--- config.mk ---
export PLATFORM = sky130hd
export DESIGN_NAME = half_bridge_pwm_ctrl
export DESIGN_NICKNAME = d
export VERILOG_FILES = /design/src/design/bridge_channel.v /design/src/design/half_bridge_pwm_ctrl.v
export VERILOG_INCLUDE_DIRS = /design/src /design/src/design
export SDC_FILE = /design/constraint.sdc
export NUM_CORES = 1
export LEC_CHECK = 0
export BUFFER_PORTS_ARGS = -buffer_cell sky130_fd_sc_hd__buf_2
export CAP_MARGIN = 20
export CORE_MARGIN = 5
export CORE_UTILIZATION = 49
export DETAILED_ROUTE_END_ITERATION = 8
export PLACE_DENSITY = 0.71
export SKIP_CTS_REPAIR_TIMING = 1
export SKIP_LAST_GASP = 1
export SYNTH_ARGS = -nofsm -noshare
export SYNTH_HDL_FRONTEND = slang
export SYNTH_SLANG_ARGS = --single-unit
--- constraint.sdc ---
create_clock -name clk -period 8.8 [get_ports clk]
set_input_delay 1.76 -clock clk [delete_from_list [all_inputs] [get_ports clk]]
set_output_delay 1.76 -clock clk [all_outputs]
set_load 0.01 [all_outputs]
--- src/design/hb_pwm_map.vh ---
`ifndef HB_PWM_MAP_VH
`define HB_PWM_MAP_VH
`define MODE_PASSIVE_OFF   2'h0
`define MODE_LOW_PWM       2'h1
`define MODE_HIGH_PWM      2'h2
`define MODE_ACTIVE_OFF    2'h3
`define SEL_THREE_INPUTS   1'h0
`define PHASE_NONE         2'h0
`define PHASE_PRE_FIRST    2'h1
`define PHASE_PRE_SECOND   2'h2
`define CNT_W              8
`define RST_CNT            8'h00
`define RST_TIMES          32'h0000_0000
`define SYNC_STAGES        2
`endif

--- src/design/bridge_channel.v ---
`timescale 1ns/10ps
`include "hb_pwm_map.vh"
module bridge_channel #(
  parameter CW = 8
) (
  input  wire          clk,
  input  wire          rst_n,
  input  wire          pwm,
  input  wire [1:0]    bridge_drive_mode,
  input  wire          bridge_pwm_follow_enable,
  input  wire          active_freewheel_sel,
  input  wire          split_precharge_enable,
  input  wire          active_fw_detect_enable,
  input  wire          detected_high_active,
  input  wire [CW-1:0] freewheel_crossconduction_time,
  input  wire [CW-1:0] active_crossconduction_time,
  input  wire [CW-1:0] active_blank_time,
  input  wire [CW-1:0] precharge_phase_time,
  input  wire [CW-1:0] precharge_split_time,
  input  wire [5:0]    precharge_current_a,
  input  wire [5:0]    precharge_current_b,
  input  wire [5:0]    max_drive_current_setting,
  input  wire          rise_done,
  input  wire          fall_done,
  output reg           high_side_gate,
  output reg           low_side_gate,
  output reg           active_discharge,
  output reg  [1:0]    phase,
  output reg  [5:0]    phase_current,
  output reg           active_is_high,
  output reg  [31:0]   measured_switch_times
);
  reg [CW-1:0] on_cnt_q;
  reg [CW-1:0] off_cnt_q;
  reg [CW-1:0] ph_cnt_q;
  reg [CW-1:0] rise_cnt_q;
  reg [CW-1:0] fall_cnt_q;
  reg          pwm_q;
  reg          short_q;
  reg          rise_run_q;
  reg          fall_run_q;
  wire         follow;
  wire         rise_edge;
  wire         fall_edge;
  wire [5:0]   cur_sel;

  function [5:0] clamp;
    input [5:0] v;
    input [5:0] m;
    begin
      clamp = (v > m) ? m : v;
    end
  endfunction

  function [CW-1:0] inc;
    input [CW-1:0] v;
    begin
      inc = (&v) ? v : v + {{(CW-1){1'b0}}, 1'b1};
    end
  endfunction

  assign follow = bridge_pwm_follow_enable &&
                  (bridge_drive_mode == `MODE_LOW_PWM || bridge_drive_mode == `MODE_HIGH_PWM);
  assign rise_edge = pwm & ~pwm_q;
  assign fall_edge = ~pwm & pwm_q;
  assign cur_sel = (split_precharge_enable && ph_cnt_q >= precharge_split_time) ?
                   precharge_current_b : precharge_current_a;

  always @(posedge clk or negedge rst_n)
  begin
    if (!rst_n)
    begin
      high_side_gate        <= 1'b0;
      low_side_gate         <= 1'b0;
      active_discharge      <= 1'b0;
      phase                 <= `PHASE_NONE;
      phase_current         <= 6'h00;
      active_is_high        <= 1'b0;
      measured_switch_times <= `RST_TIMES;
      on_cnt_q              <= {CW{1'b0}};
      off_cnt_q             <= {CW{1'b0}};
      ph_cnt_q              <= {CW{1'b0}};
      rise_cnt_q            <= {CW{1'b0}};
      fall_cnt_q            <= {CW{1'b0}};
      pwm_q                 <= 1'b0;
      short_q               <= 1'b0;
      rise_run_q            <= 1'b0;
      fall_run_q            <= 1'b0;
    end
    else
    begin
      pwm_q <= pwm;
      on_cnt_q  <= pwm ? (rise_edge ? {CW{1'b0}} : inc(on_cnt_q)) : on_cnt_q;
      off_cnt_q <= pwm ? off_cnt_q : (fall_edge ? {CW{1'b0}} : inc(off_cnt_q));
      if (fall_edge)
        short_q <= on_cnt_q < freewheel_crossconduction_time;
      else if (rise_edge)
        short_q <= off_cnt_q < active_crossconduction_time;
      active_is_high <= active_fw_detect_enable ? detected_high_active :
                        (bridge_drive_mode == `MODE_HIGH_PWM);
      case (bridge_drive_mode)
        `MODE_PASSIVE_OFF:
        begin
          high_side_gate   <= 1'b0;
          low_side_gate    <= 1'b0;
          active_discharge <= 1'b0;
        end
        `MODE_ACTIVE_OFF:
        begin
          high_side_gate   <= 1'b0;
          low_side_gate    <= 1'b0;
          active_discharge <= 1'b1;
        end
        default:
        begin
          active_discharge <= 1'b0;
          if (!follow)
          begin
            high_side_gate <= 1'b0;
            low_side_gate  <= 1'b0;
          end
          else if (bridge_drive_mode == `MODE_LOW_PWM)
          begin
            high_side_gate <= (active_freewheel_sel && !short_q) ? ~pwm : 1'b0;
            low_side_gate  <= pwm;
          end
          else
          begin
            high_side_gate <= pwm;
            low_side_gate  <= (active_freewheel_sel && !short_q) ? ~pwm : 1'b0;
          end
        end
      endcase
      if (follow && (rise_edge || fall_edge))
      begin
        phase    <= `PHASE_PRE_FIRST;
        ph_cnt_q <= {CW{1'b0}};
      end
      else if (phase != `PHASE_NONE)
      begin
        ph_cnt_q <= inc(ph_cnt_q);
        if (ph_cnt_q >= precharge_phase_time)
          phase <= `PHASE_NONE;
        else if (split_precharge_enable && ph_cnt_q >= precharge_split_time)
          phase <= `PHASE_PRE_SECOND;
      end
      phase_current <= (phase == `PHASE_NONE) ? 6'h00 : clamp(cur_sel, max_drive_current_setting);
      if (rise_edge)
      begin
        rise_run_q <= 1'b1;
        rise_cnt_q <= {CW{1'b0}};
      end
      else if (rise_run_q)
      begin
        rise_cnt_q <= inc(rise_cnt_q);
        if (rise_done || rise_cnt_q >= active_blank_time)
        begin
          rise_run_q <= 1'b0;
          measured_switch_times[15:0] <= (rise_done && !short_q) ?
            {{(16-CW){1'b0}}, rise_cnt_q} : 16'h0000;
        end
      end
      if (fall_edge)
      begin
        fall_run_q <= 1'b1;
        fall_cnt_q <= {CW{1'b0}};
      end
      else if (fall_run_q)
      begin
        fall_cnt_q <= inc(fall_cnt_q);
        if (fall_done || fall_cnt_q >= active_crossconduction_time)
        begin
          fall_run_q <= 1'b0;
          measured_switch_times[31:16] <= (fall_done && !short_q) ?
            {{(16-CW){1'b0}}, fall_cnt_q} : 16'h0000;
        end
      end
    end
  end
endmodule

--- src/design/half_bridge_pwm_ctrl.v ---
`timescale 1ns/10ps
`include "hb_pwm_map.vh"
// Operation
// - inputs one, three, five drive bridges when three inputs selected
// - mode 00 passive off both gates
// - mode 01 pwm drives low side
// - mode 10 pwm drives high side
// - mode 11 active off both gates
// - no split: one precharge current
// - split: two precharge intervals
// - short pulse: pwm mosfet is active
// - short pulse: opposite mosfet stays off
// - measure pwm or detected active mosfet
// - rise timeout reports zero
// - fall timeout reports zero
// - short pulses: short on zeroes fall time, short off zeroes rise time
// - currents clamped to maximum setting
// - pwm inputs synchronized first
module half_bridge_pwm_ctrl #(
  parameter CW = `CNT_W
) (
  input  wire          clk,
  input  wire          rst_n,
  input  wire          pwm_input_one,
  input  wire          pwm_input_three,
  input  wire          pwm_input_five,
  input  wire          pwm_input_count_sel,
  input  wire [5:0]    bridge_mode_register,
  input  wire [2:0]    bridge_pwm_follow_enable,
  input  wire [2:0]    active_freewheel_sel,
  input  wire          split_precharge_enable,
  input  wire          active_fw_detect_enable,
  input  wire [2:0]    detected_high_active,
  input  wire [CW-1:0] freewheel_crossconduction_time,
  input  wire [CW-1:0] active_crossconduction_time,
  input  wire [CW-1:0] active_blank_time,
  input  wire [CW-1:0] precharge_phase_time,
  input  wire [CW-1:0] precharge_split_time,
  input  wire [5:0]    precharge_current_a,
  input  wire [5:0]    precharge_current_b,
  input  wire [17:0]   max_drive_current_setting,
  input  wire [2:0]    rise_done,
  input  wire [2:0]    fall_done,
  output wire [2:0]    high_side_gate,
  output wire [2:0]    low_side_gate,
  output wire [2:0]    active_discharge,
  output wire [5:0]    precharge_phase,
  output wire [17:0]   precharge_current,
  output wire [2:0]    active_is_high,
  output wire [31:0]   bridge1_measured_switch_times,
  output wire [31:0]   bridge2_measured_switch_times,
  output wire [31:0]   bridge3_measured_switch_times
);
  reg  [2:0] sync1_q;
  reg  [2:0] sync2_q;
  wire [2:0] pwm_int;
  wire [95:0] times;

  always @(posedge clk or negedge rst_n)
  begin
    if (!rst_n)
    begin
      sync1_q <= 3'h0;
      sync2_q <= 3'h0;
    end
    else
    begin
      sync1_q <= {pwm_input_five, pwm_input_three, pwm_input_one};
      sync2_q <= sync1_q;
    end
  end

  assign pwm_int = (pwm_input_count_sel == `SEL_THREE_INPUTS) ? sync2_q : 3'h0;

  genvar i;
  generate
    for (i = 0; i < 3; i = i + 1)
    begin : g_br
      bridge_channel #(.CW(CW)) u_ch (
        .clk                            (clk),
        .rst_n                          (rst_n),
        .pwm                            (pwm_int[i]),
        .bridge_drive_mode              (bridge_mode_register[2*i+1:2*i]),
        .bridge_pwm_follow_enable       (bridge_pwm_follow_enable[i]),
        .active_freewheel_sel           (active_freewheel_sel[i]),
        .split_precharge_enable         (split_precharge_enable),
        .active_fw_detect_enable        (active_fw_detect_enable),
        .detected_high_active           (detected_high_active[i]),
        .freewheel_crossconduction_time (freewheel_crossconduction_time),
        .active_crossconduction_time    (active_crossconduction_time),
        .active_blank_time              (active_blank_time),
        .precharge_phase_time           (precharge_phase_time),
        .precharge_split_time           (precharge_split_time),
        .precharge_current_a            (precharge_current_a),
        .precharge_current_b            (precharge_current_b),
        .max_drive_current_setting      (max_drive_current_setting[6*i+5:6*i]),
        .rise_done                      (rise_done[i]),
        .fall_done                      (fall_done[i]),
        .high_side_gate                 (high_side_gate[i]),
        .low_side_gate                  (low_side_gate[i]),
        .active_discharge               (active_discharge[i]),
        .phase                          (precharge_phase[2*i+1:2*i]),
        .phase_current                  (precharge_current[6*i+5:6*i]),
        .active_is_high                 (active_is_high[i]),
        .measured_switch_times          (times[32*i+31:32*i])
      );
    end
  endgenerate

  assign bridge1_measured_switch_times = times[31:0];
  assign bridge2_measured_switch_times = times[63:32];
  assign bridge3_measured_switch_times = times[95:64];
endmodule

==> results_dict.tcl <==
set metrics [dict create \
    status "finished, final reports clean" \
    cts_buffer_depth 3 \
    vias_per_cell 5.72 \
    synth_area_um2 14700 \
    clkSlewWorstSetupHoldPaths_ns 0.06 \
    drc 0 \
    die-height_um 183 \
    num_vias 12300 \
    die_area_um2 33600 \
    num-fill-cells 2694 \
    start_kind "primary input" \
    ios 231 \
    dr_wl_met3_um 1990 \
    wl_met1_um 15800 \
    ff2ff_path_depth 14 \
    clock_latency_ns 0.54 \
    cellLeakagePower_nw 8.20 \
    yosysUniqueCellTypes 61 \
    crit_family "compound AO/OA/AOI/OAI gates" \
    design_area_um2 16700 \
    startpoint "precharge_split_time[0]" \
    insertedDiodeCount 0 \
    start_util_pct 49.6 \
    reg2reg_from "g_br[2].u_ch.ph_cnt_q[0]" \
    path_cells "buf_2 > ha_1 > nand2b_1 > a2111oi_0 > o31ai_1 > a22oi_1 > inv_1 > ha_1 > a21oi_1 > a21boi_0 > o32ai_1 > buf_2 > o21ai_0 > a31oi_1" \
    crit_path_top_delay_cell "a2111oi_0" \
    seq_area_frac_synth_pct 37.8 \
    synth_edf_count 0 \
    ys.flop_type "dfrtp_1" \
    highest_layer "met4" \
    rows 63 \
    critPathRequiredTime_ns 9.24 \
    drtIter0Drc 655 \
    setup_violations 0 \
    crit_arrival_ns 5.42 \
    grt_pass1_wl_um 60000 \
    hold_viol 0 \
    reg2reg_slack_ns 4.67 \
    r2r-end "g_br[2].u_ch.phase_current[1]" \
    cap_viol_max_count 0 \
    fmax_mhz 201 \
    worst-path-buf-inv 3 \
    hold_path_depth 0 \
    min_period_ns 4.98 \
    nets 2020 \
    wl_per_cell_um 16.9 \
    crit_type "primary input to flop" \
    dp_hpwl_um 26900 \
    ir_worst_vdd_uv 144 \
    whs_ns 0.349 \
    p_per_area_nw_per_um2 238 \
    totalWireLength_um 36300 \
    antenna_found_initial 0 \
    area_growth_pct 13.9 \
    fin_crit_sh_pct 56.6 \
    die_x_um 183 \
    met2_length_um 17500 \
    holdPathEnd "sync2_q[2]" \
    synth_warnings 0 \
    grt-ovfl-total 0 \
    synthesis.instances 1564 \
    ys_seq_elements 222 \
    async_flop_share_pct 100 \
    skew_ns 0.0116 \
    worst_slew_pin_slew_ns 1.03 \
    relSlewSlack_pct 30.6 \
    hold_class "flop to flop" \
    core_um2 29600 \
    avgSynthCellArea_um2 9.40 \
    numCtsBuffers 27 \
    grt_max_degree 112 \
    ant_nets 0 \
    cts_sinks 222 \
    place_area_um2 15700 \
    port_buffers 182 \
    hold_path_startpoint "sync1_q[2]" \
    layout_commonest_cell "dfrtp_1" \
    routabilityCongestion 0.871 \
    worst-path-max-fanout 9 \
    max_stage_delay_ns 0.79 \
    drt-pass1-iter-count 5 \
    crit_path_end_kind "flop" \
    slew_viol_final 0 \
    grt_pass1_vias 12100 \
    cts_max_level 1 \
    final_cells 2146 \
    rsz0062_at_grt "false" \
    grtUsageTotal_pct 21.1 \
    setup_tns_ns 0 \
    dp.cells 2092 \
    layout_common_cells "dfrtp_1, ha_1, buf_2" \
    cts-root-buf "clkbuf_16" \
    cts_tree "built" \
    drive_above_1_share_pct 15.5 \
]
[cells in the mapped netlist (all sizes together) (21+ instances only)]
cell type / number / area, um2
a211oi: 42 / 315
a21o: 24 / 180
a21oi: 65 / 325
a22oi: 50 / 375
buf: 62 / 460
clkbuf: 32 / 120
dfrtp: 222 / 5560
ha: 186 / 2330
inv: 112 / 420
nand2: 151 / 567
nand2b: 33 / 206
nand3: 51 / 255
nand4: 21 / 131
nor2: 107 / 402
o211ai: 63 / 473
o21ai: 59 / 295
xnor2: 46 / 403
[per-stage QoR]
| stage | util, % | power [mW] | worst slack, ns |
|---|---|---|---|
| after floorplan | - | 2.35 | 4.00 |
| after global placement | 53.1 | 2.70 | 3.22 |
| after detailed placement | 53.1 | 2.76 | 3.06 |
| after CTS | 56.4 | 4.02 | 3.60 |
| after global routing | 56.5 | 4.27 | 3.60 |
| final | 56.5 | 3.98 | 3.82 |
[flip-flops by register name, summed over array words and instances, names as in the netlist, 6 cells and up]
| name | cells |
|---|---|
| g_br.u_ch.fall_cnt_q | 24 |
| g_br.u_ch.measured_switch_times | 48 |
| g_br.u_ch.off_cnt_q | 24 |
| g_br.u_ch.phase | 6 |
| g_br.u_ch.on_cnt_q | 24 |
| g_br.u_ch.phase_current | 18 |
| g_br.u_ch.ph_cnt_q | 24 |
| g_br.u_ch.rise_cnt_q | 24 |
[cells by family after synthesis]
family                   count (synthesis)  synth area share [%]
AO/OA/AOI/OAI                          416                  19.7
other                                    1                0.0255
adder cells (fa/ha/maj)                186                  15.8
XOR/XNOR                                66                  3.93
AND/OR/NAND/NOR                        443                  14.2
buffers and inverters                  206                  6.81
multiplexers                            24                  1.70
flip-flops                             222                  37.8
[cell type report]
class	instances	area [um2]	share of cell area [%]
multi-input cells	1183	8330	49.7
flip-flops and latches	222	5560	33.2
repair buffers	189	963	5.75
clock buffers	34	752	4.49
well taps	390	488	2.91
inverters	112	420	2.51
clock inverters	16	238	1.42
[power breakdown]
| part | internal [mW] | leakage, nW | switching (mW) | total (mW) |
|---|---|---|---|---|
| registers | 1.26 | 2.77 | 0.294 | 1.56 |
| clock network | 0.779 | 0.496 | 0.450 | 1.23 |
| logic | 0.538 | 4.94 | 0.658 | 1.20 |
| total | 2.58 | 8.20 | 1.40 | 3.98 |
[worst reg2reg max path: stages (launching register included)]
cell and delay (ns):
dfrtp_1 0.41, inv_1 0.10, ha_1 0.27, nand2b_1 0.13, a2111oi_0 0.79, o31ai_1 0.36, a22oi_1 0.34, inv_1 0.08
ha_1 0.32, a21oi_1 0.15, a21boi_0 0.10, o32ai_1 0.45, buf_2 0.27, o21ai_0 0.09, a31oi_1 0.18
[worst max-delay path by stage]
stage                     cells past startpoint  slack, ns                             to
after global placement                       13       3.22  g_br[2].u_ch.phase_current[3]
after global routing                         14       3.60  g_br[2].u_ch.phase_current[0]
final                                        14       3.82  g_br[2].u_ch.phase_current[1]
after floorplan                              11       4.00  g_br[1].u_ch.phase_current[1]
after CTS                                    13       3.60  g_br[2].u_ch.phase_current[1]
after detailed placement                     13       3.06  g_br[2].u_ch.phase_current[1]
[per-layer routing]
layer	vias up	GRT usage [%]
li1	5915	-
met1	5940	28.4
met2	332	35.8
met3	87	2.62
met4	0	6.35
met5	-	0
Note: power is estimated with default switching activity, not from simulation.
